===== src/verilog/acs_params.svh =====
`ifndef ACS_PARAMS_SVH
`define ACS_PARAMS_SVH

// ****************************************
// register offsets
// ****************************************
`define ACS_OFF_RES_LO   3'h0
`define ACS_OFF_RES_HI   3'h1
`define ACS_OFF_CTRL_B   3'h2
`define ACS_OFF_CSR      3'h3
`define ACS_OFF_SEL      3'h4

// ****************************************
// field positions
// ****************************************
`define ACS_CSR_EN       7
`define ACS_CSR_START    6
`define ACS_CSR_AUTO     5
`define ACS_CSR_FLAG     4
`define ACS_CSR_IE       3
`define ACS_CSR_DIV_HI   2
`define ACS_CSR_DIV_LO   0
`define ACS_SEL_REF_HI   7
`define ACS_SEL_REF_LO   6
`define ACS_SEL_CH_HI    3
`define ACS_SEL_CH_LO    0
`define ACS_CTB_LADJ     3
`define ACS_CTB_TS_HI    2
`define ACS_CTB_TS_LO    0

// ****************************************
// reset values and codes
// ****************************************
`define ACS_RST_BYTE     8'h00
`define ACS_CH_GND       4'hc
`define ACS_CH_BANDGAP   4'hd
`define ACS_CH_TEMP      4'he
`define ACS_CH_NONE      4'hf
`define ACS_TS_FREE      3'h0

// ****************************************
// conversion lengths in adc clock cycles
// ****************************************
`define ACS_CYC_NORMAL   13
`define ACS_CYC_LONG     25

`endif


===== src/verilog/acs_pkg.sv =====
package acs_pkg;

    typedef enum logic [1:0] {
        ACS_IDLE = 2'b01,
        ACS_RUN  = 2'b10
    } acs_state_t;

    typedef enum logic [1:0] {
        ACS_REF_SUPPLY   = 2'b00,
        ACS_REF_EXTERNAL = 2'b01,
        ACS_REF_INTERNAL = 2'b10,
        ACS_REF_RESERVED = 2'b11
    } acs_ref_t;

endpackage : acs_pkg


===== src/verilog/acs_prescaler.sv =====
`timescale 1ns/1ps
`include "acs_params.svh"

module acs_prescaler #(
    parameter int CNT_W = 7
) (
    input  wire logic       mclk_i,
    input  wire logic       rst_i,
    input  wire logic       run_i,
    input  wire logic [2:0] div_sel_i,
    output logic            tick_o,
    output logic            adc_clk_o
);

    logic [CNT_W-1:0] cnt;
    logic [CNT_W-1:0] next_cnt;
    logic [CNT_W-1:0] last;
    logic             next_tick;
    logic             next_clk;

    // ****************************************
    // division factor minus one
    // ****************************************
    function automatic logic [CNT_W-1:0] div_last(input logic [2:0] sel);
        logic [7:0] f;
        f = (sel <= 3'h1) ? 8'h02 : 8'(8'h01 << sel);
        return CNT_W'(f - 8'h01);
    endfunction : div_last

    always_comb begin
        last      = div_last(div_sel_i);
        next_tick = 1'b0;
        next_cnt  = '0;
        if (run_i) begin
            if (cnt >= last) begin
                next_tick = 1'b1;
            end else begin
                next_cnt = cnt + CNT_W'(1);
            end
        end
        next_clk = run_i && (next_cnt <= (last >> 1));
    end

    always_ff @(posedge mclk_i or posedge rst_i) begin
        if (rst_i) begin
            cnt       <= '0;
            tick_o    <= 1'b0;
            adc_clk_o <= 1'b0;
        end else begin
            cnt       <= next_cnt;
            tick_o    <= next_tick;
            adc_clk_o <= next_clk;
        end
    end

endmodule : acs_prescaler


===== src/verilog/acs_conv_timer.sv =====
`timescale 1ns/1ps
`include "acs_params.svh"

module acs_conv_timer
    import acs_pkg::*;
#(
    parameter int CNT_W = 5
) (
    input  wire logic mclk_i,
    input  wire logic rst_i,
    input  wire logic tick_i,
    input  wire logic start_i,
    input  wire logic long_i,
    input  wire logic abort_i,
    output logic      busy_o,
    output logic      done_o
);

    localparam logic [CNT_W-1:0] LEN_NORMAL = CNT_W'(`ACS_CYC_NORMAL);
    localparam logic [CNT_W-1:0] LEN_LONG   = CNT_W'(`ACS_CYC_LONG);

    acs_state_t       state;
    acs_state_t       next_state;
    logic [CNT_W-1:0] cnt;
    logic [CNT_W-1:0] next_cnt;
    logic [CNT_W-1:0] len;
    logic [CNT_W-1:0] next_len;
    logic             next_done;

    always_comb begin
        next_state = state;
        next_cnt   = cnt;
        next_len   = len;
        next_done  = 1'b0;
        unique case (state)
            ACS_IDLE: begin
                if (start_i && !abort_i) begin
                    next_state = ACS_RUN;
                    next_cnt   = '0;
                    next_len   = long_i ? LEN_LONG : LEN_NORMAL;
                end
            end
            ACS_RUN: begin
                if (abort_i) begin
                    next_state = ACS_IDLE;
                end else if (tick_i) begin
                    if (cnt == len - CNT_W'(1)) begin
                        next_state = ACS_IDLE;
                        next_done  = 1'b1;
                    end else begin
                        next_cnt = cnt + CNT_W'(1);
                    end
                end
            end
            default: begin
                next_state = ACS_IDLE;
            end
        endcase
    end

    always_ff @(posedge mclk_i or posedge rst_i) begin
        if (rst_i) begin
            state  <= ACS_IDLE;
            cnt    <= '0;
            len    <= '0;
            done_o <= 1'b0;
        end else begin
            state  <= next_state;
            cnt    <= next_cnt;
            len    <= next_len;
            done_o <= next_done;
        end
    end

    assign busy_o = (state == ACS_RUN);

endmodule : acs_conv_timer


===== src/verilog/acs_top.sv =====
// Chosen here: the address-and-strobe port.
`timescale 1ns/1ps
`include "acs_params.svh"

module acs_top
    import acs_pkg::*;
#(
    parameter int TRIG_N  = 7,
    parameter int RES_W   = 10,
    parameter int PRE_W   = 7,
    parameter int TIMER_W = 5
) (
    input  wire logic              mclk_i,
    input  wire logic              rst_i,
    input  wire logic [2:0]        addr_i,
    input  wire logic [7:0]        wdata_i,
    input  wire logic              wr_i,
    input  wire logic              rd_i,
    input  wire logic [RES_W-1:0]  conv_result_i,
    input  wire logic [TRIG_N-1:0] trig_src_i,
    input  wire logic              irq_ack_i,
    input  wire logic              global_irq_en_i,
    output logic [7:0]             rdata_o,
    output logic                   irq_o,
    output logic                   conv_power_o,
    output logic                   conv_start_o,
    output logic                   long_conv_o,
    output logic                   adc_clk_o,
    output logic [1:0]             ref_sel_o,
    output logic [2:0]             ref_route_o,
    output logic [3:0]             chan_sel_o,
    output logic                   chan_connect_o,
    output logic                   temp_sensor_en_o
);

    // ****************************************
    // state
    // ****************************************
    logic             en;
    logic             auto_trig;
    logic             flag;
    logic             irq_en;
    logic [2:0]       div_sel;
    logic [7:0]       sel_reg;
    logic             ladj;
    logic [2:0]       ts;
    logic [1:0]       ref_app;
    logic [3:0]       chan_app;
    logic             pend_long;
    logic             trig_prev;
    logic             lock;
    logic [RES_W-1:0] result;

    logic             next_en;
    logic             next_auto_trig;
    logic             next_flag;
    logic             next_irq_en;
    logic [2:0]       next_div_sel;
    logic [7:0]       next_sel_reg;
    logic             next_ladj;
    logic [2:0]       next_ts;
    logic [1:0]       next_ref_app;
    logic [3:0]       next_chan_app;
    logic             next_pend_long;
    logic             next_trig_prev;
    logic             next_lock;
    logic [RES_W-1:0] next_result;
    logic [7:0]       next_rdata;
    logic             next_irq;
    logic             next_long;
    logic [2:0]       next_ref_route;
    logic             next_temp_en;
    logic             next_connect;

    logic             wr_csr;
    logic             wr_sel;
    logic             wr_ctb;
    logic             rd_lo;
    logic             rd_hi;
    logic             busy;
    logic             done;
    logic             tick;
    logic             apply;
    logic             ref_change;
    logic             trig_now;
    logic             trig_edge;
    logic             free_restart;
    logic             fire;
    logic [7:0]       res_lo;
    logic [7:0]       res_hi;

    // ****************************************
    // decode helpers
    // ****************************************
    function automatic logic hit(input logic [2:0] a, input logic [2:0] off);
        return a == off;
    endfunction : hit

    function automatic logic [2:0] ref_decode(input logic [1:0] code);
        logic [2:0] r;
        r = 3'h0;
        unique case (acs_ref_t'(code))
            ACS_REF_SUPPLY:   r = 3'h1;
            ACS_REF_EXTERNAL: r = 3'h2;
            ACS_REF_INTERNAL: r = 3'h4;
            ACS_REF_RESERVED: r = 3'h0;
        endcase
        return r;
    endfunction : ref_decode

    // ****************************************
    // prescaler and conversion timer
    // ****************************************
    acs_prescaler #(
        .CNT_W     (PRE_W)
    ) u_prescaler (
        .mclk_i    (mclk_i),
        .rst_i     (rst_i),
        .run_i     (en),
        .div_sel_i (div_sel),
        .tick_o    (tick),
        .adc_clk_o (adc_clk_o)
    );

    acs_conv_timer #(
        .CNT_W     (TIMER_W)
    ) u_timer (
        .mclk_i    (mclk_i),
        .rst_i     (rst_i),
        .tick_i    (tick),
        .start_i   (fire),
        .long_i    (pend_long || ref_change || !en),
        .abort_i   (!next_en),
        .busy_o    (busy),
        .done_o    (done)
    );

    // ****************************************
    // next-state logic
    // ****************************************
    always_comb begin
        wr_csr = wr_i && hit(addr_i, `ACS_OFF_CSR);
        wr_sel = wr_i && hit(addr_i, `ACS_OFF_SEL);
        wr_ctb = wr_i && hit(addr_i, `ACS_OFF_CTRL_B);
        rd_lo  = rd_i && hit(addr_i, `ACS_OFF_RES_LO);
        rd_hi  = rd_i && hit(addr_i, `ACS_OFF_RES_HI);

        next_en        = wr_csr ? wdata_i[`ACS_CSR_EN]   : en;
        next_auto_trig = wr_csr ? wdata_i[`ACS_CSR_AUTO] : auto_trig;
        next_irq_en    = wr_csr ? wdata_i[`ACS_CSR_IE]   : irq_en;
        next_div_sel   = wr_csr ? wdata_i[`ACS_CSR_DIV_HI:`ACS_CSR_DIV_LO] : div_sel;
        next_sel_reg   = wr_sel ? wdata_i : sel_reg;
        next_ladj      = wr_ctb ? wdata_i[`ACS_CTB_LADJ] : ladj;
        next_ts        = wr_ctb ? wdata_i[`ACS_CTB_TS_HI:`ACS_CTB_TS_LO] : ts;
    end

    // ****************************************
    // applied settings
    // ****************************************
    always_comb begin
        // settings reach the analog side only between conversions
        apply         = !busy;
        next_ref_app  = apply ? sel_reg[`ACS_SEL_REF_HI:`ACS_SEL_REF_LO] : ref_app;
        next_chan_app = apply ? sel_reg[`ACS_SEL_CH_HI:`ACS_SEL_CH_LO] : chan_app;
        ref_change    = apply && (sel_reg[`ACS_SEL_REF_HI:`ACS_SEL_REF_LO] != ref_app);
    end

    // ****************************************
    // trigger selection
    // ****************************************
    always_comb begin
        // trigger selection and edge
        trig_now = 1'b0;
        if (ts != `ACS_TS_FREE) begin
            trig_now = trig_src_i[ts - 3'h1];
        end
        next_trig_prev = trig_now;
        trig_edge      = auto_trig && trig_now && !trig_prev;
        free_restart   = auto_trig && (ts == `ACS_TS_FREE) && done;
    end

    // ****************************************
    // conversion start
    // ****************************************
    always_comb begin
        fire = next_en && !busy &&
               ((wr_csr && wdata_i[`ACS_CSR_START]) ||
                trig_edge || free_restart);
    end

    // ****************************************
    // long conversion
    // ****************************************
    always_comb begin
        // long conversion after enable or after reference change
        next_pend_long = (pend_long || ref_change || !en) && !fire;
        next_long      = fire ? (pend_long || ref_change || !en) : long_conv_o;
    end

    // ****************************************
    // done flag and interrupt
    // ****************************************
    always_comb begin
        // done flag: set wins over either clear
        next_flag = done ||
                    (flag && !(wr_csr && wdata_i[`ACS_CSR_FLAG]) && !irq_ack_i);
        next_irq  = next_flag && next_irq_en && global_irq_en_i;
    end

    // ****************************************
    // result lock
    // ****************************************
    always_comb begin
        // result coherence
        next_lock = lock;
        if (rd_lo) begin
            next_lock = 1'b1;
        end else if (rd_hi) begin
            next_lock = 1'b0;
        end
        next_result = (done && !lock) ? conv_result_i : result;
    end

    // ****************************************
    // result presentation
    // ****************************************
    always_comb begin
        // presentation
        if (ladj) begin
            res_hi = result[RES_W-1:2];
            res_lo = {result[1:0], 6'h00};
        end else begin
            res_hi = {6'h00, result[RES_W-1:8]};
            res_lo = result[7:0];
        end
    end

    // ****************************************
    // read data
    // ****************************************
    always_comb begin
        next_rdata = 8'h00;
        if (rd_i) begin
            unique case (addr_i)
                `ACS_OFF_RES_LO: next_rdata = res_lo;
                `ACS_OFF_RES_HI: next_rdata = res_hi;
                `ACS_OFF_CTRL_B: next_rdata = {4'h0, ladj, ts};
                `ACS_OFF_CSR:    next_rdata = {en, busy, auto_trig, flag, irq_en, div_sel};
                `ACS_OFF_SEL:    next_rdata = sel_reg;
                default:         next_rdata = 8'h00;
            endcase
        end
    end

    // ****************************************
    // analog side outputs
    // ****************************************
    always_comb begin
        next_ref_route = ref_decode(next_ref_app);
        next_temp_en   = (next_chan_app == `ACS_CH_TEMP);
        next_connect   = (next_chan_app != `ACS_CH_NONE);
    end

    // ****************************************
    // registers
    // ****************************************
    always_ff @(posedge mclk_i or posedge rst_i) begin
        if (rst_i) begin
            en               <= 1'b0;
            auto_trig        <= 1'b0;
            flag             <= 1'b0;
            irq_en           <= 1'b0;
            div_sel          <= 3'h0;
            sel_reg          <= `ACS_RST_BYTE;
            ladj             <= 1'b0;
            ts               <= 3'h0;
            ref_app          <= 2'h0;
            chan_app         <= 4'h0;
            pend_long        <= 1'b0;
            trig_prev        <= 1'b0;
            lock             <= 1'b0;
            result           <= '0;
            rdata_o          <= 8'h00;
            irq_o            <= 1'b0;
            conv_power_o     <= 1'b0;
            conv_start_o     <= 1'b0;
            long_conv_o      <= 1'b0;
            ref_route_o      <= 3'h1;
            temp_sensor_en_o <= 1'b0;
            chan_connect_o   <= 1'b1;
        end else begin
            en               <= next_en;
            auto_trig        <= next_auto_trig;
            flag             <= next_flag;
            irq_en           <= next_irq_en;
            div_sel          <= next_div_sel;
            sel_reg          <= next_sel_reg;
            ladj             <= next_ladj;
            ts               <= next_ts;
            ref_app          <= next_ref_app;
            chan_app         <= next_chan_app;
            pend_long        <= next_pend_long;
            trig_prev        <= next_trig_prev;
            lock             <= next_lock;
            result           <= next_result;
            rdata_o          <= next_rdata;
            irq_o            <= next_irq;
            conv_power_o     <= next_en;
            conv_start_o     <= fire;
            long_conv_o      <= next_long;
            ref_route_o      <= next_ref_route;
            temp_sensor_en_o <= next_temp_en;
            chan_connect_o   <= next_connect;
        end
    end

    assign ref_sel_o  = ref_app;
    assign chan_sel_o = chan_app;

endmodule : acs_top


===== config.mk =====
export PLATFORM = sky130hd
export DESIGN_NAME = acs_top
export DESIGN_NICKNAME = d
export VERILOG_FILES = /design/src/verilog/acs_pkg.sv /design/src/verilog/acs_prescaler.sv /design/src/verilog/acs_conv_timer.sv /design/src/verilog/acs_top.sv
export VERILOG_INCLUDE_DIRS = /design/src /design/src/verilog
export SDC_FILE = /design/constraint.sdc
export NUM_CORES = 1
export LEC_CHECK = 0
export ABC_AREA = 0
export ABC_CLOCK_PERIOD_IN_PS = 2900
export BUFFER_PORTS_ARGS = -buffer_cell sky130_fd_sc_hd__buf_2
export CAP_MARGIN = 20
export CORE_UTILIZATION = 51
export CTS_CLUSTER_SIZE = 8
export DETAILED_ROUTE_END_ITERATION = 10
export HOLD_SLACK_MARGIN = 0.12
export PLACE_DENSITY = 0.81
export SKIP_LAST_GASP = 1
export SLEW_MARGIN = 30
export SYNTH_ARGS = -nofsm -noshare
export SYNTH_HDL_FRONTEND = slang
export SYNTH_HIERARCHICAL = 1
export SYNTH_SLANG_ARGS = --single-unit

===== constraint.sdc =====
create_clock -name mclk_i -period 2.9 [get_ports mclk_i]
set_input_delay 0 -clock mclk_i [delete_from_list [all_inputs] [get_ports mclk_i]]
set_output_delay 0 -clock mclk_i [all_outputs]
set_load 0.05 [all_outputs]

==> results.py <==
metrics = {
    "pwr": {
        "power_density_nw_per_um2": 671.6,
        "leakagePower_nw": 2.339,
        "finalPower_w": 0.003353,
        "peakVddDrop_v": 0.0003418,
    },
    "min_path": {
        "worstHoldPathType": "primary input to flop",
        "holdPathStages": 2,
        "hold_start": "addr_i[0]",
        "hold_end": "lock$_DFFE_PP0P_",
    },
    "route": {
        "wire_per_inst_um": 16.56,
        "routed_wl_mm": 9.125,
        "vias_per_cell": 5.677,
        "drc": 0,
        "vias": 3128,
        "drt_first_pass_iters": 5,
        "drt_iter0_markers": 260,
        "ant_nets": 0,
    },
    "clock_network": {
        "cts_tree": "yes",
        "clkSinkCount": 74,
        "ctsHtreeMaxLevel": 3,
        "numCtsBuffers": 9,
        "clk_latency_ns": 0.35,
        "cts.root.buffer_cell": "clkbuf_8",
        "clockBufferDepth": 2,
        "path_clk_slew_ns": 0.08,
    },
    "sta": {
        "skew_ns": 0.009671,
        "setup_ws_ns": -0.1511,
        "tightest_slew_ns": 0.9074,
        "setup_viol": 1,
        "hold_viol": 0,
        "holdWs_ns": 0.1408,
        "relSlewSlack_pct": 39.38,
        "maxSlewViolCount": 0,
        "min_period_ns": 3.051,
        "fin_crit_sh_pct": 105.2,
        "clock.fmax_ghz": 0.3278,
        "rsz0062_at_grt": "yes",
    },
    "floorplan": {
        "num_io_pins": 58,
        "dieArea_um2": 7948,
        "die_width_um": 89.15,
        "start_util_pct": 53.12,
        "core_area_um2": 7292,
        "die_height_um": 89.15,
        "rows": 31,
    },
    "critical_path": {
        "r2r_end": "u_prescaler/adc_clk_o$_DFF_PP0_",
        "r2r_slack_ns": -0.15,
        "crit_fanout": 8,
        "path_common_cell": "a21oi_2",
        "r2r_cells": 15,
        "reg2reg_from": "div_sel[1]$_DFFE_PP0N_",
        "path_cells": "inv_2, nand2_2, ha_4, nor3_2, a21oi_2, ha_1, a21oi_1, o21a_1, o211ai_4, nor2_4, ha_4, a21oi_2, a21oi_2, nor4b_2, o22a_1",
        "critical_path_arrival_ns": 3.35,
        "cp-end-kind": "flop",
        "crit_type": "flop to flop",
        "crit_start": "div_sel[1]$_DFFE_PP0N_",
        "cpPeakStageDelay_ns": 0.40,
        "critPathSlowestCell": "dfrtp_1",
        "startpoint_type": "flop",
        "cp.required_ns": 3.20,
    },
    "yosys": {
        "synth-edff-count": 0,
        "avgSynthCellArea_um2": 11.16,
        "synth_area_um2": 3874,
        "synth_ff_type": "dfrtp_1",
        "synth_seq_area_share_pct": 47.90,
        "ys_seq_elements": 74,
        "ys_top_cells_by_area": "dfrtp_1, mux2_2, ha_1",
        "async_flop_share_pct": 100.0,
        "synth_top_area_share_pct": 45.87,
        "synthCells": 347,
        "yosys.area.top_type": "dfrtp_1",
        "yosysUniqueCellTypes": 66,
        "yosysWarnings": 6,
    },
    "run_status": {
        "status": "complete, but fails checks",
        "violations": "setup timing",
    },
    "placed_design": {
        "gp_congestion": 0.8664,
        "port_buffers": 57,
        "pre_cts_ws_ns": -0.1877,
        "dp_hpwl_mm": 6.192,
    },
    "finish": {
        "largest_reg_flops": 10,
        "nFillCells": 546,
        "nets": 501,
        "area_growth_pct": 28.88,
        "antennaDiodeCount": 0,
        "drive_gt1_share_pct": 37.17,
    },
    "grt": {
        "grt.overflow.total": 0,
        "grt_pass1_vias": 2981,
        "grt_max_degree": 55,
        "grt_first_pass_wirelength_mm": 14.23,
        "grt_util_all_layers_pct": 24.32,
        "antenna_found_initial": 0,
    },
    "run": {
        "maxCapViolCount": 0,
    },
}
==> cell type report <==
| class | instances | area [µm²] | area share, % |
|---|---|---|---|
| inverters | 17 | 66.31 | 1.328 |
| clock inverters | 7 | 82.58 | 1.654 |
| clock buffers | 9 | 123.9 | 2.481 |
| repair buffers | 100 | 678.2 | 13.58 |
| multi-input cells | 245 | 2062 | 41.30 |
| well taps | 99 | 123.9 | 2.481 |
| flip-flops and latches | 74 | 1856 | 37.17 |
==> layout by cell type (no fill, tap or decap), types with 3 or more instances in the layout <==
cell,count
xnor2_1,7
nor2b_1,8
nand4_1,4
nand2_1,41
nand2b_1,3
dfstp_2,3
inv_1,14
inv_6,3
a21oi_1,8
nand3b_1,3
o21ai_0,10
nor2_4,3
a222oi_1,4
nand3_1,11
buf_2,57
a21oi_2,6
o211ai_1,3
a22oi_1,3
mux2i_1,4
buf_4,15
and3_1,4
mux2_2,29
a21o_1,3
dlygate4sd3_1,28
clkbuf_8,9
ha_4,6
ha_1,14
dfrtp_1,71
nor2_1,12
nor3_2,3
==> synth_stat cells, types with 4 or more instances <==
master,instances
dfrtp_1,71
nand2_1,43
mux2_2,29
ha_1,20
inv_1,17
nor2_1,17
a21oi_1,14
nand3_1,12
o21ai_0,10
nor2b_1,8
xnor2_1,7
a222oi_1,4
and3_1,4
buf_2,4
clkbuf_1,4
mux2i_1,4
nand2b_1,4
nand4_1,4
==> cell families (layout without fill, tap and decap cells) <==
| family | after synthesis | in the layout | share of synthesized area [%] |
|---|---|---|---|
| mux | 36 | 36 | 10.79 |
| flops | 74 | 74 | 47.90 |
| simple gates | 118 | 118 | 16.86 |
| other cells | 1 | 2 | 0.09681 |
| fa+ha+maj | 20 | 20 | 6.460 |
| buf+inv | 29 | 133 | 3.617 |
| compound gates | 58 | 58 | 11.40 |
| xor+xnor | 11 | 11 | 2.875 |
==> metal layers <==
metal  share of wire [%]  GRT usage (%)
met3                 5.0          4.617
met5                   0              0
met1                  43          31.39
met4                 2.6          12.99
met2                  50          39.00
==> report_power, final <==
part	total, W	switching [W]	internal (W)
combinational	0.00118	0.000659	0.000517
clock	0.000838	0.000426	0.000412
sequential	0.00134	0.000144	0.00119
total	0.00335	0.00123	0.00212
==> worst max-delay path by stage <==
| stage | endpoint | slack (ns) | cells past startpoint |
|---|---|---|---|
| 2_1_floorplan | u_prescaler/adc_clk_o$_DFF_PP0_ | 0.007 | 13 |
| 3_3_place_gp | u_prescaler/adc_clk_o$_DFF_PP0_ | -0.003 | 16 |
| 3_5_place_dp | u_prescaler/adc_clk_o$_DFF_PP0_ | -0.19 | 16 |
| 4_1_cts | u_prescaler/adc_clk_o$_DFF_PP0_ | -0.14 | 13 |
| 5_1_grt | u_prescaler/adc_clk_o$_DFF_PP0_ | -0.26 | 15 |
| 6_report | u_prescaler/adc_clk_o$_DFF_PP0_ | -0.15 | 15 |
==> what timing repair did <==
item / CTS / global route
endpoints found under the hold margin: 107 / 0
endpoints found under the setup margin: 1 / 1
buffers inserted: 3 / 2
resized for setup: 6 / 25
pin swaps: 8 / 17
hold buffers: 28 / 0
==> stage by stage <==
step	cells	util (%)	area, µm²	TNS, ns
after global routing	551	68.46	4992	-0.2581
final	551	68.46	4992	-0.1511
after detailed placement	502	58.96	4299	-0.1877
after floorplan	348	-	3889	0
after global placement	502	58.92	4297	-0.002638
after CTS	549	66.25	4831	-0.1356
==> critical path, delay by kind of cell, from the launching register on <==
family / cells / cell delay [ns]
DFF: 1 / 0.40
adders and majority gates: 3 / 0.76
and+or+nand+nor: 4 / 0.74
AOI/OAI and AO/OA: 7 / 1.01
buffers and inverters: 1 / 0.08
No activity file was read; power rests on OpenSTA's default activity.
